===== src/hdl/tswd_pkg.sv =====
// constants and types for the two-stage watchdog
// How it works
// - interval 1..255, unit seconds or minutes
// - stage one NMI/init, stage two reset
// - missed strobe gives enabled NMI and/or reset
// - enableable flag records watchdog caused reset
// - control/status cleared at power-up; cause flag also by host clear
// - disabled watchdog starts no stage; a reset pulse already under way still runs to its end
// - low supply rail forces board reset
// - any register read or write clears counter, except during the reset pulse
// - stage one drives selected output high
package tswd_pkg;
   localparam int unsigned CLK_HZ       = 100_000_000;
   localparam int unsigned SEC_PER_MIN  = 60;
   localparam int unsigned CNT_W        = 8;
   localparam logic [7:0]  CNT_MIN      = 8'h01;
   localparam logic [7:0]  CNT_RST      = 8'hFF;
   localparam int unsigned RST_PULSE_NS = 1000;
   localparam int unsigned RST_PULSE_CYC = (RST_PULSE_NS * (CLK_HZ / 1_000_000) + 999) / 1000;

   typedef enum logic [3:0] {
      TSWD_IDLE  = 4'b0001,
      TSWD_RUN   = 4'b0010,
      TSWD_STG1  = 4'b0100,
      TSWD_RESET = 4'b1000
   } tswd_state_t;
endpackage : tswd_pkg


===== src/hdl/tswd_tick.sv =====
// prescaler that yields one-cycle second and minute enables
module tswd_tick import tswd_pkg::*; #(
   parameter int unsigned CYC_PER_SEC = CLK_HZ
) (
   input  wire logic clk,      // system clock
   input  wire logic arst_n,   // async reset
   input  wire logic clr,      // restart prescaler on strobe
   output logic      sec_tick, // one-cycle second pulse
   output logic      min_tick  // one-cycle minute pulse
);
   logic [31:0] pre_r, pre_nxt;
   logic [5:0]  sec_r, sec_nxt;
   logic        sec_nxt_t, min_nxt_t;

   always_comb begin
      pre_nxt   = pre_r + 32'h1;
      sec_nxt   = sec_r;
      sec_nxt_t = 1'b0;
      min_nxt_t = 1'b0;
      if (clr) begin
         pre_nxt = '0;
         sec_nxt = '0;
      end else if (pre_r == 32'(CYC_PER_SEC - 1)) begin
         pre_nxt   = '0;
         sec_nxt_t = 1'b1;
         if (sec_r == 6'(SEC_PER_MIN - 1)) begin
            sec_nxt   = '0;
            min_nxt_t = 1'b1;
         end else begin
            sec_nxt = sec_r + 6'h1;
         end
      end
   end

   always_ff @(posedge clk or negedge arst_n) begin
      if (!arst_n) begin
         pre_r    <= '0;
         sec_r    <= '0;
         sec_tick <= 1'b0;
         min_tick <= 1'b0;
      end else begin
         pre_r    <= pre_nxt;
         sec_r    <= sec_nxt;
         sec_tick <= sec_nxt_t;
         min_tick <= min_nxt_t;
      end
   end
endmodule : tswd_tick


===== src/hdl/tswd_top.sv =====
// two-stage watchdog with reset-cause flag and supply reset merge
module tswd_top import tswd_pkg::*; #(
   parameter int unsigned CYC_PER_SEC = CLK_HZ,
   parameter int unsigned RST_CYC     = RST_PULSE_CYC
) (
   input  wire logic         clk,         // 100 MHz system clock
   input  wire logic         arst_n,      // power-on reset, async
   input  wire logic         reg_rd,      // host read of watchdog register
   input  wire logic         reg_wr,      // host write of watchdog register
   input  wire logic         wd_en,       // monitoring enable
   input  wire logic         unit_min,    // 1: minutes, 0: seconds
   input  wire logic [7:0]   period,      // interval count 1..255
   input  wire logic         stg1_en,     // first stage output enable
   input  wire logic         sel_init,    // 1: init request, 0: NMI
   input  wire logic         rst_en,      // second stage reset enable
   input  wire logic         cause_en,    // reset-cause recording enable
   input  wire logic         cause_clr,   // host clear of cause flag
   input  wire logic         uv_5v,       // 5 V rail below limit
   input  wire logic         uv_3v3,      // 3.3 V rail below limit
   input  wire logic         uv_12v,      // 12 V rail below limit
   output logic              nmi,         // non-maskable interrupt, high
   output logic              cpu_init,    // processor init request, high
   output logic              board_rst,   // board hard reset, high
   output logic              wd_cause,    // watchdog caused last reset
   output logic              wd_active    // watchdog counting
);
   tswd_state_t st_r, st_nxt;
   logic [7:0]  cnt_r, cnt_nxt;
   logic [15:0] rp_r, rp_nxt;
   logic        cause_r, cause_nxt;
   logic        sec_tick, min_tick, tick, strobe, uv_any;
   logic [7:0]  per_eff;
   logic        nmi_nxt, init_nxt, brst_nxt;

   assign strobe  = reg_rd | reg_wr;
   assign tick    = unit_min ? min_tick : sec_tick;
   assign per_eff = (period < CNT_MIN) ? CNT_MIN : period;
   assign uv_any  = uv_5v | uv_3v3 | uv_12v;

   tswd_tick #(.CYC_PER_SEC(CYC_PER_SEC)) u_tick (
      .clk      (clk),
      .arst_n   (arst_n),
      .clr      (strobe || st_r == TSWD_IDLE),
      .sec_tick (sec_tick),
      .min_tick (min_tick)
   );

   always_comb begin
      st_nxt    = st_r;
      cnt_nxt   = cnt_r;
      rp_nxt    = rp_r;
      cause_nxt = cause_r;
      if (cause_clr) cause_nxt = 1'b0;
      unique case (st_r)
         TSWD_IDLE: begin
            cnt_nxt = '0;
            if (wd_en) st_nxt = TSWD_RUN;
         end
         TSWD_RUN: begin
            if (strobe) cnt_nxt = '0;
            else if (tick) begin
               cnt_nxt = cnt_r + 8'h1;
               if (cnt_r + 8'h1 >= per_eff) begin
                  cnt_nxt = '0;
                  st_nxt  = TSWD_STG1;
               end
            end
         end
         TSWD_STG1: begin
            if (strobe) begin
               cnt_nxt = '0;
               st_nxt  = TSWD_RUN;
            end else if (tick) begin
               cnt_nxt = cnt_r + 8'h1;
               if (cnt_r + 8'h1 >= per_eff && rst_en) begin
                  st_nxt = TSWD_RESET;
                  rp_nxt = 16'(RST_CYC);
                  if (cause_en) cause_nxt = 1'b1;
               end else if (cnt_r + 8'h1 >= per_eff) begin
                  cnt_nxt = '0;
               end
            end
         end
         TSWD_RESET: begin
            if (rp_r <= 16'h1) begin
               rp_nxt  = '0;
               cnt_nxt = '0;
               st_nxt  = TSWD_IDLE;
            end else begin
               rp_nxt = rp_r - 16'h1;
            end
         end
         default: st_nxt = TSWD_IDLE;
      endcase
      if (!wd_en && st_r != TSWD_RESET) begin
         st_nxt  = TSWD_IDLE;
         cnt_nxt = '0;
      end
      // outputs follow the next state so they rise on the same edge as the state
      nmi_nxt  = (st_nxt == TSWD_STG1) && stg1_en && !sel_init;
      init_nxt = (st_nxt == TSWD_STG1) && stg1_en && sel_init;
      brst_nxt = (st_nxt == TSWD_RESET) || uv_any;
   end

   // only power-on reset clears state; the cause flag survives the board reset
   always_ff @(posedge clk or negedge arst_n) begin
      if (!arst_n) begin
         st_r      <= TSWD_IDLE;
         cnt_r     <= '0;
         rp_r      <= '0;
         cause_r   <= 1'b0;
         nmi       <= 1'b0;
         cpu_init  <= 1'b0;
         board_rst <= 1'b0;
      end else begin
         st_r      <= st_nxt;
         cnt_r     <= cnt_nxt;
         rp_r      <= rp_nxt;
         cause_r   <= cause_nxt;
         nmi       <= nmi_nxt;
         cpu_init  <= init_nxt;
         board_rst <= brst_nxt;
      end
   end

   assign wd_cause  = cause_r;
   assign wd_active = (st_r != TSWD_IDLE);

   a_uv_forces_rst: assert property (@(posedge clk) disable iff (!arst_n)
      uv_any |=> board_rst) else $error("undervoltage did not reset board");
   a_off_no_nmi: assert property (@(posedge clk) disable iff (!arst_n)
      !wd_en [*2] |-> !nmi && !cpu_init) else $error("disabled watchdog fired");
   a_strobe_clears: assert property (@(posedge clk) disable iff (!arst_n)
      strobe && st_r == TSWD_RUN && wd_en |=> cnt_r == 8'h00)
      else $error("strobe did not clear counter");
   a_stg1_before_rst: assert property (@(posedge clk) disable iff (!arst_n)
      st_r != TSWD_RESET ##1 st_r == TSWD_RESET |-> $past(st_r) == TSWD_STG1)
      else $error("reset without first stage");
   a_nmi_sel: assert property (@(posedge clk) disable iff (!arst_n)
      st_r == TSWD_STG1 && $past(stg1_en) && !$past(sel_init) && $past(st_r) == TSWD_STG1
      |-> nmi && !cpu_init) else $error("wrong first stage output");
   a_stg1_strobe: assert property (@(posedge clk) disable iff (!arst_n)
      st_r == TSWD_STG1 && strobe && wd_en |=> st_r == TSWD_RUN)
      else $error("strobe did not cancel pending reset");
   a_cause_set: assert property (@(posedge clk) disable iff (!arst_n)
      st_r == TSWD_STG1 && st_nxt == TSWD_RESET && cause_en |=> wd_cause)
      else $error("reset cause not recorded");
   a_cause_hold: assert property (@(posedge clk) disable iff (!arst_n)
      wd_cause && !cause_clr |=> wd_cause) else $error("cause flag lost");
   a_rst_out: assert property (@(posedge clk) disable iff (!arst_n)
      st_r == TSWD_RESET |-> board_rst) else $error("reset state without reset");
   a_tick_unit: assert property (@(posedge clk) disable iff (!arst_n)
      st_r == TSWD_RUN && !strobe && !tick && wd_en |=> cnt_r == $past(cnt_r))
      else $error("counter moved without tick");

   // output selection and gating by the enable bits
   a_init_sel: assert property (@(posedge clk) disable iff (!arst_n)
      st_r == TSWD_STG1 && $past(stg1_en) && $past(sel_init) && $past(st_r) == TSWD_STG1
      |-> cpu_init && !nmi) else $error("wrong first stage output");
   a_stg1_gated: assert property (@(posedge clk) disable iff (!arst_n)
      !stg1_en |=> !nmi && !cpu_init)
      else $error("first stage output while not enabled");
   a_rst_gated: assert property (@(posedge clk) disable iff (!arst_n)
      st_r == TSWD_STG1 && !rst_en |=> st_r != TSWD_RESET)
      else $error("reset while not enabled");
   a_cause_gated: assert property (@(posedge clk) disable iff (!arst_n)
      !cause_en && !wd_cause |=> !wd_cause)
      else $error("cause flag set while not enabled");

   // quiet states and the disable path
   a_idle_quiet: assert property (@(posedge clk) disable iff (!arst_n)
      st_r == TSWD_IDLE |-> !nmi && !cpu_init)
      else $error("idle watchdog drives first stage");
   a_off_to_idle: assert property (@(posedge clk) disable iff (!arst_n)
      !wd_en && st_r != TSWD_RESET |=> st_r == TSWD_IDLE)
      else $error("disable did not stop watchdog");
   a_arm_run: assert property (@(posedge clk) disable iff (!arst_n)
      st_r == TSWD_IDLE && wd_en |=> st_r == TSWD_RUN)
      else $error("enable did not arm watchdog");
   a_idle_cnt: assert property (@(posedge clk) disable iff (!arst_n)
      st_r == TSWD_IDLE |=> cnt_r == 8'h00)
      else $error("counter not cleared from idle");
   a_run_quiet: assert property (@(posedge clk) disable iff (!arst_n)
      st_r == TSWD_RUN |-> !nmi && !cpu_init)
      else $error("first stage output while counting");

   // sequencing of the two stages and the reset pulse
   a_state_onehot: assert property (@(posedge clk) disable iff (!arst_n)
      $onehot(st_r))
      else $error("state code not one-hot");
   a_rst_holds: assert property (@(posedge clk) disable iff (!arst_n)
      st_r == TSWD_RESET && rp_r > 16'h1 |=> st_r == TSWD_RESET)
      else $error("reset pulse cut short");
   a_rst_ends: assert property (@(posedge clk) disable iff (!arst_n)
      st_r == TSWD_RESET && rp_r <= 16'h1 |=> st_r == TSWD_IDLE)
      else $error("reset pulse did not end");
   a_cancel_rst: assert property (@(posedge clk) disable iff (!arst_n)
      st_r == TSWD_STG1 && strobe && !uv_any |=> !board_rst)
      else $error("reset after cancelling strobe");
   a_stg1_hold: assert property (@(posedge clk) disable iff (!arst_n)
      st_r == TSWD_STG1 && !strobe && !tick && wd_en |=> st_r == TSWD_STG1)
      else $error("first stage left without event");

   // prescaler behaviour seen from the top
   a_strobe_pre: assert property (@(posedge clk) disable iff (!arst_n)
      strobe |=> !sec_tick && !min_tick)
      else $error("tick right after strobe");
   a_min_on_sec: assert property (@(posedge clk) disable iff (!arst_n)
      min_tick |-> sec_tick)
      else $error("minute tick off a second boundary");

   c_stage1: cover property (@(posedge clk) disable iff (!arst_n) st_r == TSWD_STG1);
   c_reset: cover property (@(posedge clk) disable iff (!arst_n) st_r == TSWD_RESET);
   c_cancel: cover property (@(posedge clk) disable iff (!arst_n)
      st_r == TSWD_STG1 ##1 st_r == TSWD_RUN);
   c_uv: cover property (@(posedge clk) disable iff (!arst_n) uv_any);
   c_init: cover property (@(posedge clk) disable iff (!arst_n)
      st_r == TSWD_STG1 && cpu_init);
endmodule : tswd_top


===== config.mk =====
export PLATFORM = sky130hd
export DESIGN_NAME = tswd_top
export DESIGN_NICKNAME = d
export VERILOG_FILES = /design/src/hdl/tswd_pkg.sv /design/src/hdl/tswd_tick.sv /design/src/hdl/tswd_top.sv
export SDC_FILE = /design/constraint.sdc
export NUM_CORES = 1
export LEC_CHECK = 0
export ABC_AREA = 1
export CORE_UTILIZATION = 23
export CTS_BUF_LIST = sky130_fd_sc_hd__clkbuf_8 sky130_fd_sc_hd__clkbuf_16
export DETAILED_ROUTE_END_ITERATION = 6
export DONT_BUFFER_PORTS = 1
export PLACE_DENSITY = 0.44
export SLEW_MARGIN = 20
export SYNTH_ARGS = -nofsm -noshare
export SYNTH_HDL_FRONTEND = slang
export SYNTH_HIERARCHICAL = 1
export SYNTH_SLANG_ARGS = --single-unit

===== constraint.sdc =====
create_clock -name clk -period 6.3 [get_ports clk]
set_input_delay 0.63 -clock clk [delete_from_list [all_inputs] [get_ports clk]]
set_output_delay 0.63 -clock clk [all_outputs]
set_load 0.1 [all_outputs]

== Word level (Yosys, flattened, before mapping) ==
Index checks and enable logic that the tools add are counted.

* Bits of input ports: 22
* Output and inout port bits: 5
* Register bits after elaboration: 72

* Reduce and logical (&&, ||, !) cells: 14
* Add/subtract/negate cells: 4
* Muxes and demuxes: 42
* Equality and inequality tests: 16
* $lt $le $gt $ge: 3
* Bitwise operators: 3

{| class="wikitable"
|+ Operators with widths
! cell !! count
|-
| 8-bit 2-to-1 mux || 9
|-
| 16-bit 2-to-1 mux || 4
|-
| 32-bit 2-to-1 mux || 2
|-
| 4-bit 2-to-1 mux || 9
|-
| 32-bit by 1-bit adder with 32-bit output, second input constant || 1
|-
| 32-bit by 27-bit equality test with 1-bit output, second input constant || 1
|-
| 16-bit one-hot mux with 2 select lines || 1
|-
| 8-bit one-hot mux with 4 select lines || 1
|-
| 6-bit 2-to-1 mux || 3
|-
| 16-bit by 1-bit less-or-equal comparator with 1-bit output, second input constant || 1
|-
| 4-bit one-hot mux with 4 select lines || 1
|-
| 16-bit by 1-bit subtractor with 16-bit output, second input constant || 1
|-
| 1-bit 2-to-1 mux || 12
|-
| 4-bit inequality test, second input constant || 3
|-
| 8-bit by 1-bit adder with 8-bit output, second input constant || 1
|-
| 4-bit by 3-bit equality test with 1-bit output, second input constant || 2
|-
| 4-bit equality test, second input constant || 2
|-
| 8-bit >= comparator || 1
|-
| 8-bit by 1-bit less-than comparator with 1-bit output, second input constant || 1
|-
| 4-bit AND reduction || 2
|-
| 6-bit by 1-bit adder with 6-bit output, second input constant || 1
|-
| 6-bit equality test, second input constant || 1
|-
| 2-bit inequality test, second input constant || 3
|-
| 1-bit logical AND || 5
|-
| other kinds (9) || 14
|}

== Longest topological paths before layout ==
Gate-level depths: netlist of run 1.

* Word-level depth: 12
* Depth in mapped cells: 17

== Modules after synthesis ==
The synthesis of run 1 kept the hierarchy.

{| class="wikitable"
|+ By module, submodules not included
! module !! area each (sq um) !! instances !! seq. area each (sq um) !! cells an instance
|-
| tswd_tick || 2409.8 || 1 || 1001.0 || 358
|-
| tswd_top || 2258.4 || 1 || 802.0 || 309
|}

== Least setup slack after synthesis of run 1 ==
OpenSTA, ideal clock, no wires.

* Kind: reg-to-reg
* From: reg st_r[2]
* To: reg u_tick.sec_r[0]
* Arrival: 2.162 ns
* Data required time: 6.183 ns
* Setup slack: 4.021 ns
* Clock period less this slack: 2.279 ns
* Cell stages (with the launch flop): 8
* Library setup time: 0.117 ns
* Buffers on the path: 1
* Path through: dfrtp_1 nor2_2 nand3_1 nand2_1 clkbuf_1 nor3_1 nand2_1 nand2_1

* Cells in the longest elaborated chain, start to end: 3

{| class="wikitable"
|+ Ends and longest elaborated chain
! item !! line !! RTL
|-
| start, declared || tswd_top.sv:27 || <nowiki>tswd_state_t st_r, st_nxt;</nowiki>
|-
| start signal, assigned || tswd_top.sv:116 || <nowiki>st_r <= st_nxt;</nowiki>
|-
| 4-bit by 1-bit equality test with 1-bit output * || tswd_top.sv:43 || <nowiki>.clr (strobe || st_r == TSWD_IDLE),</nowiki>
|-
| 1-bit logical OR * || tswd_top.sv:43 ||
|-
| 6-bit 2-to-1 mux or 2-bit nonzero test (tied branches) || n/a ||
|-
| end signal, assigned || tswd_tick.sv:43 || <nowiki>sec_r <= sec_nxt;</nowiki>
|-
| end, declared || tswd_tick.sv:12 || <nowiki>logic [5:0] sec_r, sec_nxt;</nowiki>
|}

Mark *: on every way between the ends. The rest lies on a longest branch, timed or not.
A chain may end at the register's enable or synchronous reset.

== Worst setup path in the final report of run 1 ==
* From: reg cnt_r[0]
* To: reg rp_r[10]

* Cells in the longest elaborated chain, start to end: 5

{| class="wikitable"
|+ Ends and longest elaborated chain
! item !! line !! RTL
|-
| start, declared || tswd_top.sv:28 || <nowiki>logic [7:0] cnt_r, cnt_nxt;</nowiki>
|-
| start signal, assigned || tswd_top.sv:117 || <nowiki>cnt_r <= cnt_nxt;</nowiki>
|-
| 8-bit by 1-bit adder with 8-bit output || tswd_top.sv:75 || <nowiki>if (cnt_r + 8'h1 >= per_eff && rst_en) begin</nowiki>
|-
| 8-bit >= comparator || tswd_top.sv:75 ||
|-
| 1-bit logical AND || tswd_top.sv:75 ||
|-
| 2-bit inequality test (no line) || n/a ||
|-
| 4-bit AND reduction (no line) || n/a ||
|-
| end signal, assigned || tswd_top.sv:118 || <nowiki>rp_r <= rp_nxt;</nowiki>
|-
| end, declared || tswd_top.sv:29 || <nowiki>logic [15:0] rp_r, rp_nxt;</nowiki>
|}

No other way between the ends.

==> results of run 1 <==
-- registers in the layout, indices dropped and copies added, names as in the netlist --
name,flops
u_tick/sec_r,6
st_r,4
board_rst,1
cpu_init,1
u_tick/min_tick,1
u_tick/sec_tick,1
rp_r,16
cnt_r,8
nmi,1
u_tick/pre_r,32
wd_cause,1
-- power breakdown --
group	switching (µW)	internal, µW	leakage, µW	total [µW]
Combinational	41.9	12.5	0.00132	54.4
Clock	199	283	0.000139	483
Sequential	4.39	465	0.000919	470
Total	246	761	0.00238	1010
-- routing by layer --
layer | GRT usage (%) | vias to the layer above | part of all wire, %
met5 | 0 | - | 0
met4 | 5.32 | 0 | 1.6
met3 | 1.89 | 12 | 2.5
met2 | 19.5 | 41 | 45
met1 | 16.3 | 1795 | 51
li1 | - | 2088 | -
-- final cells by class --
class                           count  share of cell area [%]
Clock inverter                      4                   0.406
Clock buffer                       11                    4.82
Tap cell                          265                    6.33
Multi-Input combinational cell    505                    47.6
Sequential cell                    72                    34.4
Inverter                           80                    5.73
Timing Repair Buffer                2                   0.668
-- path summary, 6_finish.rpt --
check | from | to | slack (ps) | cells past startpoint
setup reg to reg | cnt_r[0] | rp_r[10] | 3750 | 14
min in group clk | sel_init | nmi | 350 | 1
max in group asynchronous | arst_n | rp_r[6] | 5820 | 1
setup / recovery | cnt_r[0] | rp_r[10] | 3750 | 14
hold / removal | arst_n | st_r[0] | 130 | 0
hold reg to reg | rp_r[0] | rp_r[0] | 530 | 1
-- logic make-up after synthesis --
| group | count (synthesis) | synth area share, % |
|---|---|---|
| and+or+nand+nor | 436 | 41.2 |
| adders and majority gates | 13 | 3.48 |
| AOI/OAI and AO/OA | 30 | 3.94 |
| DFF | 72 | 38.6 |
| buffers and inverters | 90 | 7.88 |
| xor gates and xnor gates | 26 | 4.88 |
-- synthesized netlist by cell type, types with 2 or more instances --
library cell  instances  area (µm²)
o21ai_1               6        30.0
or2_2                 2        12.5
nand3_2               3        30.0
clkbuf_1              3        11.3
buf_6                 3        33.8
ha_1                 13         163
nand4_1               5        31.3
nor3_1                7        35.0
inv_2                 2        7.51
dfrtp_1              71        1780
nor2_4                4        45.0
a21oi_1               8        40.0
buf_2                 3        15.0
o21ai_0               7        35.0
nor2_1              119         447
nand3b_1              6        45.0
nor3b_1               2        15.0
xor2_1               22         193
nor2_2               10        62.6
nand3_1              71         355
nand2_4               3        33.8
nand2_1             193         724
xnor2_1               4        35.0
nand2_2               6        37.5
inv_1                78         293
-- critical path: cells and delay by family (launching register included) --
kind / cells / cell delay, ps
adder cells (fa/ha/maj): 1 / 270
XOR/XNOR: 1 / 210
AND/OR/NAND/NOR: 8 / 1100
flip-flops: 1 / 400
buffers and inverters: 1 / 90
AO/OA/AOI/OAI: 3 / 370
-- per-stage QoR --
| stage | utilization, % | cells |
|---|---|---|
| 6_report | 26.7 | 939 |
| 5_1_grt | 26.7 | 939 |
| 4_1_cts | 26.7 | 939 |
| 3_5_place_dp | 25.1 | 923 |
| 3_3_place_gp | 25.1 | 923 |
| 2_1_floorplan | - | 667 |
-- timing repair --
action,in CTS,in global routing
buffers inserted,0,0
endpoints found under the hold margin,71,0
hold buffers,1,0
setup endpoints to repair,0,0
gates resized for setup,0,0
==> results.sh, run 1 <==
export IMPL_placed_area_mm2=0.00494
export IMPL_final_cell_mix="nand2_1 (193), nor2_1 (119), inv_1 (79)"
export IMPL_fill_cells=2200
export IMPL_initial_core_util_pct=23.8
export IMPL_num_rows=51
export IMPL_io_pins=27
export IMPL_synth_cells=667
export IMPL_via_per_inst=4.19
export IMPL_setup_ws_ps=3750
export IMPL_critPathLaunchType="flip-flop"
export IMPL_grt_pass1_wl_um=19500
export IMPL_drv_slew=0
export IMPL_synth_area_per_cell_um2=7.00
export IMPL_cp_data_arrival_time_ps=2810
export IMPL_power_leakage_uw=0.00238
export IMPL_final_period_utilization_pct=40.5
export IMPL_report_final_hold_viol_count=0
export IMPL_grt_overflow_total=0
export IMPL_synth_async_reset_ratio_pct=100
export IMPL_cts_buffers_inserted=9
export IMPL_post_drt_wl_per_cell_um=12.3
export IMPL_final_cell_area_mm2=0.00524
export IMPL_endpoint_kind="flip-flop"
export IMPL_synth_cell_types=41
export IMPL_clk_path_buf_depth=2
export IMPL_rsz0062_at_grt="false"
export IMPL_antenna_found_initial=0
export IMPL_die_h_um=144
export IMPL_max_stage_delay_ps=400
export IMPL_cts_htree_levels=3
export IMPL_die_area_mm2=0.0209
export IMPL_ys_ff_latch=72
export IMPL_p_total_uw=1010
export IMPL_period_minus_slack_ps=2550
export IMPL_dp_hpwl_um=8310
export IMPL_relSlewSlack_pct=39.8
export IMPL_drive_above_1_share_pct=7.72
export IMPL_hold_class="primary input to async pin"
export IMPL_worstSetupPathType="flip-flop to flip-flop"
export IMPL_fp_dieW_um=144
export IMPL_vias=3936
export IMPL_setup_viol=0
export IMPL_maxCapViolations=0
export IMPL_drc_errors=0
export IMPL_ys_seq_area_share_pct=38.6
export IMPL_worst_slew_pin_slew_ps=903
export IMPL_grt_max_degree=72
export IMPL_final_seq_area_mm2=0.00180
export IMPL_diodes=0
export IMPL_worstPathCellList="inv_1 > nor2_2 > nand4_1 > nor2_1 > xor2_1 > ha_1 > a21oi_1 > o21a_1 > nand2_1 > nand2_1 > nand2_1 > nand2_2 > nand2_1 > o21ai_1"
export IMPL_synth_area_mm2=0.00467
export IMPL_final_common_cell="nand2_1"
export IMPL_cts_tree="done"
export IMPL_powerDensity_mw_per_mm2=192
export IMPL_multi_input_area_mm2=0.00250
export IMPL_path_max_fanout=16
export IMPL_irDropWorstVdd_uv=71.3
export IMPL_cp_slowest_cell="dfrtp_1"
export IMPL_grt_pass1_vias=3973
export IMPL_setup_tns_ps=0
export IMPL_root_buffer="clkbuf_16"
export IMPL_clkLatencyLatePin_ps=340
export IMPL_timing_fmax_mhz=392
export IMPL_cts_num_sinks=72
export IMPL_cp_required_ps=6560
export IMPL_skew_ps=7.38
export IMPL_clk_pin_slew_worst_paths_ps=60
export IMPL_port_buffers=0
export IMPL_synthFlopType="dfrtp_1"
export IMPL_core_mm2=0.0197
export IMPL_status="finished, final reports clean"
export IMPL_postRouteAntennaNets=0
export IMPL_grtUsageTotal_pct=12.2
export IMPL_final_net_count=705
export IMPL_synth_edf_count=0
export IMPL_wl_um=11500
export IMPL_drt_iter0_drc=199
export IMPL_pre_cts_ws_ps=3560
export IMPL_yosysWarnings=6
export IMPL_drt_pass1_iter_count=4
export IMPL_whs_ps=131
export IMPL_gp_congestion=0.795
export IMPL_syn_nets=702
export IMPL_crit_top_cell="nand2_1"
export IMPL_synthToLayoutAreaGrowth_pct=12.3
No activity file was read; power rests on OpenSTA's default activity.
==> run 2, diff against run 1 <==
- clock period: 6.3 -> 2.45 ns (I/O delays scaled with it)
==> run 2 against run 1 <==
  * Power grew to 2.7 times the previous value
  * Clock power grew to 2.9 times the previous value
  * Sequential cell count is the same
  * First-iteration DRC count grew 31%
  * Sequential power grew to 2.6 times the previous value
  * Worst setup slack lost 3600 ps
  * Worst hold slack lost 84 ps
==> results.sh, run 2 (synthesis results as in run 1) <==
export IMPL_status="finished, final reports clean"
export IMPL_rrSetupSlack_ps=130
export IMPL_path_max_fanout=8
export IMPL_worst_slew_pin_slew_ps=1010
export IMPL_grt_pass1_vias=3953
export IMPL_synthToLayoutAreaGrowth_pct=16.6
export IMPL_core_mm2=0.0197
export IMPL_grt_use_met2_pct=18.6
export IMPL_die_h_um=144
export IMPL_regMostFlops="u_tick/pre_r"
export IMPL_cts_tree="done"
export IMPL_rsz0062_at_grt="false"
export IMPL_report_final_hold_viol_count=0
export IMPL_grt_pass1_wl_um=19500
export IMPL_num_rows=51
export IMPL_power_leakage_uw=0.00245
export IMPL_final_cell_mix="nand2_1 (185), nor2_1 (119), inv_1 (77)"
export IMPL_fp_dieW_um=144
export IMPL_clk_pin_slew_worst_paths_ps=60
export IMPL_cp_depth=14
export IMPL_post_drt_wl_per_cell_um=12.3
export IMPL_critPathCapture="rp_r[1]"
export IMPL_endpoint_kind="flip-flop"
export IMPL_drt_pass1_iter_count=4
export IMPL_critPathLaunchType="flip-flop"
export IMPL_via_per_inst=4.25
export IMPL_cp_data_arrival_time_ps=2540
export IMPL_gr_usage_met1_pct=16.8
export IMPL_grt_met3_usage_pct=2.19
export IMPL_clk_path_buf_depth=2
export IMPL_worstSetupPathType="flip-flop to flip-flop"
export IMPL_setup_viol=0
export IMPL_reg2reg_from="cnt_r[0]"
export IMPL_hold_class="primary input to flip-flop"
export IMPL_post_route_util_pct=27.7
export IMPL_worstPathCellList="ha_2 > nand3_1 > nand3b_1 > xor2_1 > inv_1 > ha_1 > nand2_1 > o21a_1 > nand2_2 > nand2_1 > nand2_4 > nand2_4 > nand2_1 > o21ai_0"
export IMPL_timing_critical_path_from="cnt_r[0]"
export IMPL_final_cell_area_mm2=0.00544
export IMPL_final_period_utilization_pct=94.6
export IMPL_whs_ps=46.7
export IMPL_final_common_cell="nand2_1"
export IMPL_antenna_found_initial=0
export IMPL_cp_required_ps=2680
export IMPL_port_buffers=0
export IMPL_diodes=0
export IMPL_skew_ps=7.20
export IMPL_cts_buffers_inserted=9
export IMPL_placed_area_mm2=0.00500
export IMPL_root_buffer="clkbuf_16"
export IMPL_grtUsageTotal_pct=12.2
export IMPL_relSlewSlack_pct=31.9
export IMPL_grt_overflow_total=0
export IMPL_die_area_mm2=0.0209
export IMPL_maxCapViolations=0
export IMPL_vias=4059
export IMPL_cp_buffers_inverters=1
export IMPL_top_regs="u_tick/pre_r x32, rp_r x16, cnt_r x8"
export IMPL_busiest_layer="met2"
export IMPL_crit_top_cell="nand2_1"
export IMPL_gp_congestion=0.802
export IMPL_max_stage_delay_ps=400
export IMPL_irDropWorstVdd_uv=187
export IMPL_rr_endpoint="rp_r[1]"
export IMPL_drv_slew=0
export IMPL_postRouteAntennaNets=0
export IMPL_wl_um=11700
export IMPL_rr_worst_depth=14
export IMPL_period_minus_slack_ps=2320
export IMPL_timing_fmax_mhz=431
export IMPL_drt_iter0_drc=260
export IMPL_path_delay_family="simple AND/OR/NAND/NOR gates"
export IMPL_final_net_count=719
export IMPL_drc_errors=0
export IMPL_cp_slowest_cell="dfrtp_1"
export IMPL_dp_hpwl_um=8370
export IMPL_largest_reg_flops=32
export IMPL_grt_max_degree=73
export IMPL_setup_tns_ps=0
export IMPL_io_pins=27
export IMPL_hold_path_startpoint="cause_en"
export IMPL_cts_num_sinks=72
export IMPL_drive_above_1_share_pct=11.0
export IMPL_clkLatencyLatePin_ps=340
export IMPL_powerDensity_mw_per_mm2=503
export IMPL_cts_htree_levels=3
export IMPL_initial_core_util_pct=23.8
## run 2: changes by cell type in the layout (fill, tap and decap cells not counted), moves of 2 or more
cell           change
buf_4             +10
dlygate4sd3_1      +3
inv_1              -2
nand2_1            -8
nand2_2            +6
nand2_4            +2
## run 2: metal layers
layer / vias up / wire [µm]
met5: - / 0
met4: 0 / 207
met3: 12 / 291
met2: 47 / 5070
met1: 1879 / 6140
li1: 2121 / -
## run 2: worst min path at each step
stage	to	slack [ps]	cells past startpoint
2_1_floorplan	board_rst	-50	0
5_1_grt	board_rst	40	2
4_1_cts	wd_cause	30	2
6_report	wd_cause	50	2
3_3_place_gp	u_tick/pre_r[27]	-40	0
3_5_place_dp	u_tick/pre_r[0]	-40	0
## run 2: area by class of cell
class                      count  area, µm²
fill                        2206      14200
inverter                      80        300
timing repair buffer          15        140
clock inverter                 5       55.1
multi-input combinational    506       2560
sequential                    72       1800
tap                          265        332
clock buffer                  11        253
## run 2: timing repair
item                                   CTS  global route
gates resized for setup                  0            17
endpoints found under the hold margin   75             0
hold buffers                             4             0
setup endpoints to repair                0            20
setup buffers                            0             2
## run 2: through the flow
step | cells | setup slack, ps | power (µW)
final | 954 | 132 | 2740
after global routing | 954 | 0.645 | 2850
after CTS | 951 | 40.6 | 2790
after detailed placement | 931 | 56.1 | 1350
after global placement | 931 | 87.5 | 1350
after floorplan | 667 | 171 | 1320
## run 2: where the power goes
part | internal (µW) | switching [µW] | total, µW
Combinational | 38.1 | 113 | 151
Clock | 841 | 537 | 1380
Sequential | 1200 | 10.9 | 1210
==> run 3, diff against run 2 <==
- SETUP_SLACK_MARGIN: unset -> 0.4
==> run 3 against run 2 <==
  * Critical endpoint is now cpu_init
  * Clock power rose by 20%
  * Power rose by 10%
  * First-iteration DRC count fell by 25%
  * Worst setup slack improved by 31 ps
  * Worst hold slack got worse by 28 ps
==> results.sh, run 3 (synthesis results as in run 1) <==
export IMPL_via_per_inst=4.26
export IMPL_port_buffers=0
export IMPL_power_leakage_uw=0.00253
export IMPL_powerDensity_mw_per_mm2=528
export IMPL_wl_um=12100
export IMPL_clkLatencyLatePin_ps=340
export IMPL_drc_errors=0
export IMPL_final_net_count=728
export IMPL_drive_above_1_share_pct=16.6
export IMPL_cts_num_sinks=72
export IMPL_status="finished, final reports clean"
export IMPL_report_final_hold_viol_count=0
export IMPL_irDropWorstVdd_uv=348
export IMPL_endpoint_kind="flip-flop"
export IMPL_postRouteAntennaNets=0
export IMPL_dp_hpwl_um=8480
export IMPL_period_minus_slack_ps=2290
export IMPL_rsz0062_at_grt="true"
export IMPL_final_common_cell="nand2_1"
export IMPL_die_area_mm2=0.0209
export IMPL_grt_max_degree=73
export IMPL_final_cell_area_mm2=0.00571
export IMPL_synthToLayoutAreaGrowth_pct=22.3
export IMPL_grt_pass1_wl_um=19900
export IMPL_post_drt_wl_per_cell_um=12.6
export IMPL_drt_pass1_iter_count=4
export IMPL_p_total_uw=3010
export IMPL_placed_area_mm2=0.00501
export IMPL_timing_fmax_mhz=437
export IMPL_top_regs="u_tick/pre_r x32, rp_r x16, cnt_r x8"
export IMPL_worstSetupPathType="flip-flop to flip-flop"
export IMPL_setup_tns_ps=0
export IMPL_path_max_fanout=4
export IMPL_relSlewSlack_pct=10.8
export IMPL_final_cell_mix="nand2_1 (172), nor2_1 (118), inv_1 (77)"
export IMPL_gp_congestion=0.788
export IMPL_io_pins=27
export IMPL_num_rows=51
export IMPL_antenna_found_initial=0
export IMPL_core_mm2=0.0197
export IMPL_vias=4107
export IMPL_grt_overflow_total=0
export IMPL_skew_ps=10.1
export IMPL_clk_path_buf_depth=2
export IMPL_setup_viol=0
export IMPL_worst_slew_pin_slew_ps=1320
export IMPL_clk_pin_slew_worst_paths_ps=70
export IMPL_cp_required_ps=2730
export IMPL_drv_slew=0
export IMPL_cts_htree_levels=3
export IMPL_whs_ps=19.0
export IMPL_cts_tree="done"
export IMPL_grt_pass1_vias=4012
export IMPL_largest_reg_flops=32
export IMPL_final_period_utilization_pct=93.3
export IMPL_drt_iter0_drc=196
export IMPL_cp_data_arrival_time_ps=2570
export IMPL_hold_class="primary input to flip-flop"
export IMPL_regMostFlops="u_tick/pre_r"
export IMPL_cts_buffers_inserted=9
export IMPL_root_buffer="clkbuf_16"
export IMPL_initial_core_util_pct=23.8
export IMPL_die_h_um=144
export IMPL_diodes=0
export IMPL_maxCapViolations=0
export IMPL_fp_dieW_um=144
export IMPL_critPathLaunchType="flip-flop"
export IMPL_grtUsageTotal_pct=12.5
run 3: cell count changes in the layout (fill, tap and decap cells not counted), sizes merged:
cell,delta
clkinvlp,-2
clkbuf,-2
bufinv,+3
buf,+9
inv,+1
run 3: area by class of cell:
cell class | instances | area, µm²
sequential | 72 | 1800
fill | 2222 | 13900
tap | 265 | 332
multi-input combinational | 506 | 2690
inverter | 80 | 300
timing repair buffer | 24 | 211
clock buffer | 9 | 225
clock inverter | 7 | 143
run 3: power by group:
part | internal (µW) | switching (µW) | total, µW
Clock | 1100 | 548 | 1650
Combinational | 40.1 | 116 | 156
Sequential | 1200 | 11.6 | 1210
Total | 2340 | 675 | 3010
run 3: worst max-delay path, cell delays in order (launching register included):
cell     delay (ps)
dfrtp_1         390
inv_2            70
nor2_4          120
nand4_1         110
nor2_1          140
xor2_1          200
ha_1            290
a21oi_2         130
o21a_1          140
nand2_2          80
buf_4           150
nand2_2          60
nand2_2          60
nand2_2          80
nand3_2          80
nor2_2          110
run 3: final timing paths:
| check | depth (start not counted) | slack, ps | end | startpoint |
|---|---|---|---|---|
| setup / recovery | 15 | 160 | cpu_init | cnt_r[0] |
| hold / removal | 2 | 20 | board_rst | uv_12v |
| setup reg to reg | 15 | 160 | cpu_init | cnt_r[0] |
| hold reg to reg | 1 | 510 | rp_r[0] | rp_r[0] |
| max in group asynchronous | 2 | 1650 | st_r[0] | arst_n |
| min in group asynchronous | 2 | 460 | u_tick/pre_r[29] | arst_n |
run 3: layer usage:
metal / global-route usage, % / up-vias / wire, µm
met4: 4.32 / 0 / 129
met2: 19.1 / 50 / 5300
met3: 2.55 / 7 / 352
li1: - / 2139 / -
met1: 17.2 / 1911 / 6350
met5: 0 / - / 0
run 3: stage by stage:
step	std cells	setup WS [ps]	utilization, %
final	963	163	29.0
after global placement	930	94.1	25.5
after detailed placement	930	10.2	25.5
after CTS	957	168	28.3
after global routing	963	-21.1	29.0
after floorplan	667	298	-
run 3: repair_timing:
| item | 4_1_cts | 5_1_grt |
|---|---|---|
| pin swaps | 16 | 13 |
| hold buffers | 4 | 0 |
| gates cloned | 1 | 0 |
| gates resized for setup | 21 | 26 |
| hold endpoints to repair | 75 | 0 |
| buffers inserted | 6 | 6 |
| setup endpoints to repair | 31 | 31 |
